--- config.mk ---
export PLATFORM = sky130hd
export DESIGN_NAME = ssb_top
export DESIGN_NICKNAME = d
export VERILOG_FILES = /design/src/hdl/ssb_pkg.sv /design/src/hdl/ssb_top.sv
export SDC_FILE = /design/constraint.sdc
export NUM_CORES = 1
export LEC_CHECK = 0
export BUFFER_PORTS_ARGS = -buffer_cell sky130_fd_sc_hd__buf_2
export CAP_MARGIN = 10
export CORE_AREA = 2 2 133 135
export DETAILED_ROUTE_END_ITERATION = 16
export DIE_AREA = 0 0 135 137
export GPL_ROUTABILITY_DRIVEN = 1
export GPL_TIMING_DRIVEN = 0
export PLACE_DENSITY = 0.76
export SYNTH_ARGS = -nofsm -noshare
export SYNTH_HDL_FRONTEND = slang
export SYNTH_SLANG_ARGS = --single-unit
export TNS_END_PERCENT = 10
--- constraint.sdc ---
create_clock -name clk_in -period 4.5 [get_ports clk_in]
set_input_delay 0.675 -clock clk_in [delete_from_list [all_inputs] [get_ports clk_in]]
set_output_delay 0.675 -clock clk_in [all_outputs]
set_load 0.005 [all_outputs]
--- src/hdl/ssb_pkg.sv ---
package ssb_pkg;

    // Register indices; byte address is four times the index
    localparam logic [15:0] IDX_PRESCALE = 16'h1f95;
    localparam logic [15:0] IDX_CTRL1    = 16'h1f96;
    localparam logic [15:0] IDX_CTRL2    = 16'h1f97;
    localparam logic [15:0] IDX_STATUS   = 16'h1f97;
    localparam logic [15:0] IDX_BUF0     = 16'h1f98;
    localparam int          BUF_WORDS    = 8;

    // Reset values
    localparam logic [7:0]  CTRL1_RST    = 8'h00;
    localparam logic [4:0]  CTRL2_RST    = 5'h00;
    localparam logic        PRESCALE_RST = 1'b0;

    // Status field positions
    localparam int          STAT_ACTIVE_BIT = 7;
    localparam int          STAT_SHIFT_BIT  = 6;

    // Divider exponents: the slowest code, and the base the other codes count down from
    localparam int          DIV_EXP_SLOW = 13;
    localparam int          DIV_EXP_FAST = 9;
    localparam int          DIV_W        = 15;

    // Transfer modes
    typedef enum logic [2:0] {
        MODE_TX8   = 3'b000,
        MODE_TX4   = 3'b010,
        MODE_TXRX8 = 3'b100,
        MODE_RX8   = 3'b101,
        MODE_RX4   = 3'b110
    } ssb_mode_t;

    // Serial clock select codes
    localparam logic [2:0]  CLK_RSVD = 3'b110;
    localparam logic [2:0]  CLK_EXT  = 3'b111;

    // First control register, bit 7 down to bit 0
    typedef struct packed {
        logic       start;
        logic       abort;
        logic [2:0] mode;
        logic [2:0] clk_sel;
    } ssb_ctrl1_t;

    // Second control register, bits 4 to 0
    typedef struct packed {
        logic [1:0] frame_wait;
        logic [2:0] word_cnt;
    } ssb_ctrl2_t;

    // Engine states
    typedef enum logic [2:0] {
        ST_IDLE  = 3'b000,
        ST_LOAD  = 3'b001,
        ST_SHIFT = 3'b010,
        ST_GAP   = 3'b011,
        ST_HOLD  = 3'b100
    } ssb_state_t;

    function automatic logic [15:0] byte_addr(input logic [15:0] idx);
        return {idx[13:0], 2'b00};
    endfunction

endpackage

--- src/hdl/ssb_top.sv ---
`timescale 1ns/1ps
// Contract
// - eight buffer bytes, bursts of up to eight
// - burst end raises the serial burst interrupt
// - 8-bit rx modes stretch frame by wait, internal clock only
// - start bit runs, clearing requests stop
// - abort ends at once, then clears itself
// - mode field decode, other codes reserved
// - clock field selects divider or external pin
// - word count is field plus one
// - 4-bit uses low nibble, zero upper
// - words move lowest address upward
// - word count kept after transfer
// - status bit 7 shows transfer active
// - status bit 6 shows shifting active
// - active flag drops at stop or abort
// - shift out on fall, sample on rise
// - least significant bit first
// - internal clock driven out, paused when behind
module ssb_top (
    // Clock and reset
    input  wire logic        clk_in,
    input  wire logic        sys_rst_in,
    // AHB-Lite slave
    input  wire logic        hsel_in,
    input  wire logic [15:0] haddr_in,
    input  wire logic [1:0]  htrans_in,
    input  wire logic        hwrite_in,
    input  wire logic [2:0]  hsize_in,
    input  wire logic [31:0] hwdata_in,
    input  wire logic        hready_in,
    output logic      [31:0] hrdata_out,
    output logic             hreadyout_out,
    output logic             hresp_out,
    // Serial pins
    input  wire logic        sck_in,
    output logic             sck_out,
    output logic             sck_oe_out,
    output logic             so_out,
    input  wire logic        si_in,
    // Burst event
    output logic             irq_out
);
    import ssb_pkg::*;

    // Byte address of the lowest buffer byte, kept whole so slices of it are legal
    localparam logic [15:0] BUF_BASE = byte_addr(IDX_BUF0);

    ////////////////////////////////////////////////////////////////////////
    // Declarations
    ssb_ctrl1_t     ctrl1_r, ctrl1_nxt;
    ssb_ctrl2_t     ctrl2_r, ctrl2_nxt;
    logic           presc_r, presc_nxt;
    logic           sck_oe_r;
    logic [7:0]     buf_r [BUF_WORDS];
    logic [7:0]     buf_nxt [BUF_WORDS];
    logic           ap_valid_r, ap_write_r;
    logic [15:0]    ap_addr_r;
    logic [31:0]    hrdata_r, hrdata_nxt;
    logic           sck_s1_r, sck_s2_r, sck_s3_r, si_s1_r, si_s2_r;
    logic [DIV_W-1:0] div_r;
    ssb_state_t     st_r, st_nxt;
    logic [2:0]     idx_r, idx_nxt, bit_r, bit_nxt;
    logic [7:0]     sh_r, sh_nxt;
    logic [6:0]     gap_r, gap_nxt;
    logic           sck_r, sck_nxt, so_r, so_nxt, bwait_r, bwait_nxt, irq_r, irq_nxt;
    logic           ext_clk, is4, is_rx, mode_ok, need_gap, half_tick, fall, rise;
    logic           wr_ctrl1, wr_ctrl2, wr_presc, buf_access, abort_clr, store_en, burst_done;
    logic [2:0]     last_bit, wr_idx;
    logic           wr_buf;
    logic [7:0]     store_data;
    logic [DIV_W-1:0] half_mask;

    // Divider exponent per clock code, one power higher with the prescaler
    function automatic int div_exp(input logic [2:0] code, input logic presc);
        int e;
        e = (code == 3'b000) ? DIV_EXP_SLOW : DIV_EXP_FAST - int'(code);
        return e + int'(presc);
    endfunction

    ////////////////////////////////////////////////////////////////////////
    // Bus decode; zero wait states, so hreadyout stays high
    assign wr_ctrl1 = ap_valid_r && ap_write_r && ap_addr_r == byte_addr(IDX_CTRL1);
    assign wr_ctrl2 = ap_valid_r && ap_write_r && ap_addr_r == byte_addr(IDX_CTRL2);
    assign wr_presc = ap_valid_r && ap_write_r && ap_addr_r == byte_addr(IDX_PRESCALE);
    assign wr_buf   = ap_valid_r && ap_write_r && ap_addr_r[15:5] == BUF_BASE[15:5];
    assign wr_idx   = ap_addr_r[4:2];

    // A buffer read in receive modes, or a buffer write in transmit modes, lifts the pause; unused bytes count too
    always_comb begin
        logic addr_buf;
        addr_buf   = hsel_in && hready_in && htrans_in[1] &&
                     haddr_in[15:5] == BUF_BASE[15:5];
        buf_access = is_rx ? (addr_buf && !hwrite_in) : wr_buf;
        hrdata_nxt = hrdata_r;
        if (hsel_in && hready_in && htrans_in[1] && !hwrite_in) begin
            hrdata_nxt = 32'h0000_0000;
            if (addr_buf) begin
                hrdata_nxt[7:0] = buf_r[haddr_in[4:2]];
            end else if (haddr_in == byte_addr(IDX_STATUS)) begin
                hrdata_nxt[STAT_ACTIVE_BIT] = (st_r != ST_IDLE);
                hrdata_nxt[STAT_SHIFT_BIT]  = (st_r == ST_SHIFT);
            end else if (haddr_in == byte_addr(IDX_PRESCALE)) begin
                hrdata_nxt[0] = presc_r;
            end
        end
    end

    // Address phase capture and read data
    always_ff @(posedge clk_in or posedge sys_rst_in) begin
        if (sys_rst_in) begin
            ap_valid_r <= 1'b0;
            ap_write_r <= 1'b0;
            ap_addr_r  <= 16'h0000;
            hrdata_r   <= 32'h0000_0000;
        end else begin
            ap_valid_r <= hsel_in && hready_in && htrans_in[1];
            ap_write_r <= hwrite_in;
            ap_addr_r  <= haddr_in;
            hrdata_r   <= hrdata_nxt;
        end
    end

    assign hrdata_out    = hrdata_r;
    assign hreadyout_out = 1'b1;
    assign hresp_out     = 1'b0;

    ////////////////////////////////////////////////////////////////////////
    // Control registers; a software write to abort beats the self-clear
    always_comb begin
        ctrl1_nxt = ctrl1_r;
        ctrl2_nxt = ctrl2_r;
        presc_nxt = presc_r;
        if (abort_clr) begin
            ctrl1_nxt.abort = 1'b0;
        end
        if (wr_ctrl1) begin
            ctrl1_nxt = ssb_ctrl1_t'(hwdata_in[7:0]);
        end
        if (wr_ctrl2) begin
            ctrl2_nxt = ssb_ctrl2_t'(hwdata_in[4:0]);
        end
        if (wr_presc) begin
            presc_nxt = hwdata_in[0];
        end
    end

    // Buffer: software writes first, engine store last
    always_comb begin
        for (int i = 0; i < BUF_WORDS; i++) begin
            buf_nxt[i] = buf_r[i];
        end
        if (wr_buf) begin
            buf_nxt[wr_idx] = hwdata_in[7:0];
        end
        if (store_en) begin
            buf_nxt[idx_r] = store_data;
        end
    end

    always_ff @(posedge clk_in or posedge sys_rst_in) begin
        if (sys_rst_in) begin
            ctrl1_r <= ssb_ctrl1_t'(CTRL1_RST);
            ctrl2_r <= ssb_ctrl2_t'(CTRL2_RST);
            presc_r <= PRESCALE_RST;
            sck_oe_r <= 1'b1;
            for (int i = 0; i < BUF_WORDS; i++) begin
                buf_r[i] <= 8'h00;
            end
        end else begin
            ctrl1_r <= ctrl1_nxt;
            sck_oe_r <= (ctrl1_nxt.clk_sel != CLK_EXT);
            ctrl2_r <= ctrl2_nxt;
            presc_r <= presc_nxt;
            buf_r   <= buf_nxt;
        end
    end

    ////////////////////////////////////////////////////////////////////////
    // Pin synchronisers and free-running divider
    always_ff @(posedge clk_in or posedge sys_rst_in) begin
        if (sys_rst_in) begin
            sck_s1_r <= 1'b1;
            sck_s2_r <= 1'b1;
            sck_s3_r <= 1'b1;
            si_s1_r  <= 1'b0;
            si_s2_r  <= 1'b0;
            div_r    <= '0;
        end else begin
            sck_s1_r <= sck_in;
            sck_s2_r <= sck_s1_r;
            sck_s3_r <= sck_s2_r;
            si_s1_r  <= si_in;
            si_s2_r  <= si_s1_r;
            div_r    <= div_r + 1'b1;
        end
    end

    // Mode and clock decode
    assign ext_clk   = (ctrl1_r.clk_sel == CLK_EXT);
    assign is4       = (ctrl1_r.mode == MODE_TX4) || (ctrl1_r.mode == MODE_RX4);
    assign is_rx     = (ctrl1_r.mode == MODE_TXRX8) || (ctrl1_r.mode == MODE_RX8) ||
                       (ctrl1_r.mode == MODE_RX4);
    assign mode_ok   = is_rx || (ctrl1_r.mode == MODE_TX8) || is4;
    assign last_bit  = is4 ? 3'd3 : 3'd7;
    assign need_gap  = !ext_clk && ctrl2_r.frame_wait != 2'b00 &&
                       (ctrl1_r.mode == MODE_TXRX8 || ctrl1_r.mode == MODE_RX8);
    assign half_mask = DIV_W'((1 << (div_exp(ctrl1_r.clk_sel, presc_r) - 1)) - 1);
    assign half_tick = ((div_r & half_mask) == half_mask) && ctrl1_r.clk_sel != CLK_RSVD;
    assign fall      = ext_clk ? (sck_s3_r && !sck_s2_r) : (half_tick && sck_r);
    assign rise      = ext_clk ? (!sck_s3_r && sck_s2_r) : (half_tick && !sck_r);
    assign burst_done = st_r == ST_SHIFT && rise && bit_r == last_bit &&
                        idx_r == ctrl2_r.word_cnt;

    ////////////////////////////////////////////////////////////////////////
    // Serial engine
    always_comb begin
        st_nxt     = st_r;
        idx_nxt    = idx_r;
        bit_nxt    = bit_r;
        sh_nxt     = sh_r;
        gap_nxt    = gap_r;
        sck_nxt    = sck_r;
        so_nxt     = so_r;
        irq_nxt    = 1'b0;
        abort_clr  = 1'b0;
        store_en   = 1'b0;
        store_data = 8'h00;
        // Clear first so that a burst ending now still wins
        bwait_nxt  = bwait_r && !buf_access;
        unique case (st_r)
            ST_IDLE: begin
                sck_nxt = 1'b1;
                if (ctrl1_r.abort) begin
                    abort_clr = 1'b1;
                end else if (ctrl1_r.start && mode_ok) begin
                    st_nxt    = ST_LOAD;
                    idx_nxt   = 3'd0;
                    bwait_nxt = 1'b0;
                end
            end
            ST_LOAD: begin
                sh_nxt  = buf_r[idx_r];
                bit_nxt = 3'd0;
                st_nxt  = ST_SHIFT;
            end
            ST_SHIFT: begin
                if (fall) begin
                    so_nxt  = sh_r[0];
                    sck_nxt = ext_clk;
                end else if (rise) begin
                    sck_nxt = 1'b1;
                    sh_nxt  = {si_s2_r, sh_r[7:1]};
                    bit_nxt = bit_r + 3'd1;
                    if (bit_r == last_bit) begin
                        store_en   = is_rx;
                        store_data = is4 ? {4'h0, sh_nxt[7:4]} : sh_nxt;
                        if (idx_r == ctrl2_r.word_cnt) begin
                            irq_nxt   = 1'b1;
                            idx_nxt   = 3'd0;
                            bwait_nxt = 1'b1;
                        end else begin
                            idx_nxt = idx_r + 3'd1;
                        end
                        gap_nxt = 7'((16 << ctrl2_r.frame_wait) - 17);
                        st_nxt  = need_gap ? ST_GAP : ST_HOLD;
                    end
                end
            end
            ST_GAP: begin
                if (half_tick) begin
                    gap_nxt = gap_r - 7'd1;
                    if (gap_r == 7'd0) begin
                        st_nxt = ST_HOLD;
                    end
                end
            end
            ST_HOLD: begin
                if (!ctrl1_r.start) begin
                    st_nxt = ST_IDLE;
                end else if (!bwait_r || ext_clk) begin
                    st_nxt = ST_LOAD;
                end
            end
            default: begin
                st_nxt = ST_IDLE;
            end
        endcase
        if (ctrl1_r.abort && st_r != ST_IDLE) begin
            st_nxt  = ST_IDLE;
            sck_nxt = 1'b1;
        end
    end

    always_ff @(posedge clk_in or posedge sys_rst_in) begin
        if (sys_rst_in) begin
            st_r    <= ST_IDLE;
            idx_r   <= 3'd0;
            bit_r   <= 3'd0;
            sh_r    <= 8'h00;
            gap_r   <= 7'd0;
            sck_r   <= 1'b1;
            so_r    <= 1'b1;
            bwait_r <= 1'b0;
            irq_r   <= 1'b0;
        end else begin
            st_r    <= st_nxt;
            idx_r   <= idx_nxt;
            bit_r   <= bit_nxt;
            sh_r    <= sh_nxt;
            gap_r   <= gap_nxt;
            sck_r   <= sck_nxt;
            so_r    <= so_nxt;
            bwait_r <= bwait_nxt;
            irq_r   <= irq_nxt;
        end
    end

    // Pin drive; the clock pin is an input when the external clock is chosen
    assign sck_out    = sck_r;
    assign sck_oe_out = sck_oe_r;
    assign so_out     = so_r;
    assign irq_out    = irq_r;
endmodule

# Word-level counts from Yosys, hierarchy flattened

Index checks and enable logic that the tools add are counted.

Bits in registers: 153
Input port bits: 60

Add/sub/neg operators: 9
Order comparisons: 5
Eq/ne operators: 36
Shift operators: 2
Multiplexer cells: 84
Bitwise gates (word level): 4
Reduce and logical (&&, ||, !) cells: 52

Operators by type and width:

| kind                                                   | number |
|---|---|
| bitwise mux 64 bit                                     | 2 |
| two-way mux 64 bit                                     | 2 |
| two-way mux 8 bit                                      | 13 |
| equality test 16 x 15 -> 1 bit (second input constant) | 5 |
| two-way mux 3 bit                                      | 20 |
| binary-select mux 8 bit (select 3 bit)                 | 2 |
| demux 8 bit (select 3 bit)                             | 2 |
| two-way mux 7 bit                                      | 5 |
| adder 32 x 2 -> 32 bit                                 | 1 |
| two-way mux 32 bit                                     | 1 |
| << shifter 1 x 32 -> 15 bit (first input constant)     | 1 |
| subtractor 32 x 2 -> 32 bit (second input constant)    | 1 |
| two-way mux 1 bit                                      | 27 |
| equality test 11 x 10 -> 1 bit (second input constant) | 2 |
| logical AND 1 bit                                      | 22 |
| inequality test 3 bit (second input constant)          | 6 |
| case mux 8 bit (2 select lines)                        | 1 |
| adder 15 x 1 -> 15 bit (second input constant)         | 1 |
| AND 15 bit                                             | 1 |
| equality test 15 bit                                   | 1 |
| equality test 3 bit (second input constant)            | 5 |
| case mux 3 bit (5 select lines)                        | 1 |
| subtractor 15 x 2 -> 15 bit (second input constant)    | 1 |
| case mux 7 bit (2 select lines)                        | 1 |
| 32 further kinds                                       | 68 |

# Logic depth before layout (Yosys ltp)

Depth after elaboration: 16
Mapped depth: 21
Depth with buffers taken out: 17

# Least setup slack after synthesis

OpenSTA, ideal clock, no wires.

Kind: reg-to-reg
Start: reg ctrl1_r[1] (netlist name)
End: reg st_r[0]
Arrival: 4.408 ns
Required time: 4.375 ns
Slack: -0.033 ns
Stages on the path, launching flop included: 19
Cell sequence: dfrtp_1 > buf_2 > inv_1 > ha_1 > nor4b_1 > ha_1 > nor2b_1 > a21boi_1 > nand4_1 > ha_1 > clkbuf_1 > nor3_1 > a32o_1 > a2111oi_0 > nand4_1 > o31ai_4 > a21oi_2 > nor3b_1 > mux2_2

Word-level cells in the longest chain between the ends: 13
Elaborated cells between the ends (all ways): 31
Those cells by class: 4 x add/sub; 7 x eq/ne; 1 x shift; 9 x mux; 1 x bitwise; 9 x reduce/logical

Ends and longest elaborated chain:

| element                                                               | RTL line                       | text |
|---|---|---|
| start: declaration                                                    | ssb_top.sv:51                  | `ssb_ctrl1_t ctrl1_r, ctrl1_nxt;` |
| start signal: assignment                                              | ssb_top.sv:163                 | `ctrl1_r <= ssb_ctrl1_t'(CTRL1_RST);` |
| start signal: assignment                                              | ssb_top.sv:171                 | `ctrl1_r <= ctrl1_nxt;` |
| subtractor 4 x 3 -> 5 bit / logical NOT 3 bit (equally long branches) | ssb_top.sv:77                  | `e = (code == 3'b000) ? DIV_EXP_SLOW : DIV_EXP_FAST - int'(code);` |
| two-way mux 32 bit                                                    | ssb_top.sv:77                  |  |
| adder 32 x 2 -> 32 bit                                                | ssb_top.sv:78                  | `return e + int'(presc);` |
| subtractor 32 x 2 -> 32 bit                                           | ssb_top.sv:208                 | `assign half_mask = DIV_W'((1 << (div_exp(ctrl1_r.clk_sel, presc_r) - 1)) - 1);` |
| << shifter 1 x 32 -> 15 bit                                           | ssb_top.sv:208                 |  |
| subtractor 15 x 2 -> 15 bit                                           | ssb_top.sv:208                 |  |
| AND 15 bit                                                            | ssb_top.sv:209                 | `assign half_tick = ((div_r & half_mask) == half_mask) && ctrl1_r.clk_sel != CLK_RSVD;` |
| equality test 15 bit                                                  | ssb_top.sv:209                 |  |
| logical AND 1 bit                                                     | ssb_top.sv:209                 |  |
| logical AND 1 bit (on tied branches)                                  | ssb_top.sv:211, ssb_top.sv:210 |  |
| two-way mux 1 bit (on tied branches)                                  | ssb_top.sv:211, ssb_top.sv:210 |  |
| inequality test 3 x 2 -> 1 bit (no source line)                       | --                             |  |
| AND reduction 8 bit (no source line)                                  | --                             |  |
| end signal: assignment                                                | ssb_top.sv:307                 | `st_r <= st_nxt;` |
| end: declaration                                                      | ssb_top.sv:62                  | `ssb_state_t st_r, st_nxt;` |

Parallel ways exist; a longest one is shown, timed or not. The select of a mux whose other input is x is not followed.
A chain may end at the register's enable or synchronous reset.

==> flow_summary.json <==
{
  "outcome": "finished, violations left",
  "violations": "setup timing",
  "start_util_pct": 52.91,
  "cts.path.max_buffers": 2,
  "grt_overflow": 0,
  "met2_length_um": 11920,
  "n_antenna_cell": 0,
  "rrSetupSlack_ps": -110,
  "synth_top_area_share_pct": 40.76,
  "place_inst": 1134,
  "crit_type": "flop to flop",
  "maxUsedRoutingLayer": "met4",
  "p_int_mw": 2.875,
  "period_needed_ps": 4609,
  "syn_inst": 843,
  "swShare_pct": 30.55,
  "grt_pass1_wl_um": 38400,
  "num_vias": 7220,
  "timing.rr.end": "buf_r[26]",
  "path_clk_slew_ps": 60,
  "maxCapViolCount": 0,
  "leakage_nw": 4.712,
  "synth_area_per_cell_um2": 10.71,
  "wirelength_um": 24890,
  "netlist_area_um2": 9025,
  "syn2layout_area_growth_pct": 19.10,
  "synth_flop_cell": "dfrtp_1",
  "slew_headroom_pct": 9.212,
  "cp-startpoint": "presc_r",
  "grt_max_degree": 40,
  "wl_per_cell_um": 21.02,
  "grtUsageTotal_pct": 27.40,
  "slew_violations": 0,
  "route.met3.wl_um": 2129,
  "drive_gt1_share_pct": 22.94,
  "critPathArrivalTime_ps": 4950,
  "power.switching_mw": 1.265,
  "postCtsHoldBufs": 0,
  "reg2regPathDepth": 20,
  "p_comb_share_pct": 22.4,
  "dp_slack_ps": -857.5,
  "worst_pin_slew_ps": 1357,
  "numPortBuffers": 37,
  "die_w_um": 135,
  "worst_hold_path_type": "input port to async pin",
  "irDropWorstVdd_v": 0.0002759,
  "fin_ws_ps": -109.5,
  "cts_max_level": 4,
  "worstSetupEndpoint": "buf_r[26]",
  "antenna_found_initial": 0,
  "synth_edf_count": 0,
  "die_h_um": 137,
  "clkSinkCount": 153,
  "clkPwrFrac_pct": 39.3,
  "fin_setup_tns_ps": -789.1,
  "powerDensity_nw_per_um2": 385.1,
  "grt_pass1_vias": 7060,
  "final.period_utilization_pct": 102.4,
  "drcViolationCount": 0,
  "hold_violations": 0,
  "die-area_um2": 18500,
  "rows": 48,
  "skew_ps": 13.70,
  "cp-end-kind": "flop",
  "yosysWarnings": 0,
  "cts_tree": "built",
  "met1_length_um": 10130,
  "core_um2": 17060,
  "synth_commonest_cells": "mux2i_1, dfrtp_1, nand2_1",
  "rsz0062_at_grt": "yes",
  "ant_nets": 0,
  "yosysTopAreaCell": "dfrtp_1",
  "yosysMostFrequentCell": "mux2i_1",
  "crit_path_start_kind": "flop",
  "avgViaCountPerCell": 6.098,
  "synth_seq_area_share_pct": 42.51,
  "root_buffer": "clkbuf_16",
  "gp_congestion": 0.9471,
  "clkLatencyLatePin_ps": 440,
  "r2r-start": "presc_r",
  "synth_cell_types": 74,
  "cts_made_buffers": 17,
  "ys_seq_elements": 153,
  "synth_async_sr_flop_share_pct": 100.0,
  "worstPathMaxFanout": 8,
  "cp.required_ps": 4840,
  "final_util_pct": 63.02,
  "fin_cells": 1184,
  "firstDrtPassIters": 5,
  "power_frac_seq_pct": 38.3,
  "dr.first_iter.drc_count": 677,
  "post-dp-hpwl_um": 16540,
  "synth_area_leaders": "dfrtp_1, mux2i_1, mux4_2",
  "max_freq_ghz": 0.2169,
  "final_nets": 1019,
  "setup_viol": 23,
  "io_pins": 98
}
==> area by class of cell <==
type	count	area, um2
clock buffer	19	432.9
multi-input combinational	614	4992
buffer	75	432.9
clock inverter	12	222.7
inverter	25	100.1
tap	225	281.5
sequential	153	3839
timing repair buffer	61	447.9
fill	1334	6307
==> power groups by stage <==
stage | logic, mW | clock network (mW) | registers [mW]
after floorplan | 0.587 | 0 | 1.57
after global placement | 0.777 | 0 | 1.60
after detailed placement | 0.803 | 0 | 1.61
after CTS | 0.866 | 1.63 | 1.58
after global routing | 1.02 | 1.70 | 1.60
final | 0.928 | 1.63 | 1.59
==> flip-flops by register name, summed over array words and instances (netlist names), 3 cells and up <==
signal	count
ctrl1_r	8
gap_r	7
hrdata_out	8
st_r	3
sh_r	8
idx_r	3
buf_r	64
bit_r	3
div_r	15
ap_addr_r	16
ctrl2_r	5
==> timing repair <==
item	CTS	global route
pin swaps	8	17
hold endpoints to repair	0	0
resized for setup	32	29
buffers inserted	9	10
endpoints found under the setup margin	92	88
==> layer usage <==
layer	track usage, %	vias to the layer above
met1	35.35	3563
met4	10.71	0
met3	7.630	52
met2	44.08	373
met5	0	-
li1	-	3232
==> through the flow <==
step / total power, mW / hold slack (ps) / instance area [um2]
6_report: 4.140 / 238.0 / 10750
5_1_grt: 4.309 / 279.7 / 10750
4_1_cts: 4.078 / 253.5 / 10560
3_5_place_dp: 2.409 / 354.9 / 9682
3_3_place_gp: 2.377 / 339.8 / 9585
2_1_floorplan: 2.161 / 331.2 / 9119
==> how the worst min path moves through the flow <==
| stage | cells after the start | to |
|---|---|---|
| global route | 2 | div_r[14] |
| detailed placement | 0 | si_s2_r |
| finish | 2 | div_r[14] |
| global placement | 0 | si_s2_r |
| floorplan | 0 | si_s2_r |
| CTS | 2 | div_r[14] |
==> critical path: stages (launching register included) <==
cell      delay (ps)
dfrtp_1          400
inv_1            150
ha_4             170
ha_2             180
or4b_4           490
o211ai_4         150
buf_6            170
nand4_1          150
ha_4             260
buf_8            140
buf_4            130
o21ai_1           60
o31a_1           160
o21ai_2           70
or4_4            530
o31ai_4          190
buf_6            150
nand4_4          190
nor4b_4          320
buf_6            230
mux2i_1          230
==> placed cells by master, fill, tap and decap left out, types with 6 or more instances in the layout <==
master,instances
buf_2,37
buf_4,43
xnor2_1,13
nand4_1,8
clkbuf_16,17
conb_1,26
buf_1,19
dfstp_2,6
a21oi_1,26
nand2_1,68
nor3_1,8
a32o_1,6
ha_1,7
nand2b_1,14
dfrtp_1,145
buf_12,6
inv_1,21
mux2_2,19
and3_1,7
and2_1,7
mux4_2,23
buf_6,7
clkbuf_1,24
nand3_1,21
nor3b_1,6
nand3b_1,8
bufinv_16,6
o21ai_0,41
nor2b_1,7
nor2_1,36
mux2i_1,148
==> cells by family (layout without fill, tap and decap cells) <==
| kind of cell | count (synthesis) | in the layout | share of synthesized area (%) |
|---|---|---|---|
| adder cells (fa/ha/maj) | 12 | 12 | 1.664 |
| AO/OA/AOI/OAI | 136 | 136 | 10.11 |
| XOR/XNOR | 18 | 18 | 1.747 |
| multiplexers | 191 | 191 | 24.65 |
| other | 2 | 26 | 0.08321 |
| buffers and inverters | 100 | 192 | 5.379 |
| flip-flops | 153 | 153 | 42.51 |
| AND/OR/NAND/NOR | 231 | 231 | 13.86 |
(Power assumes the default switching activity.)
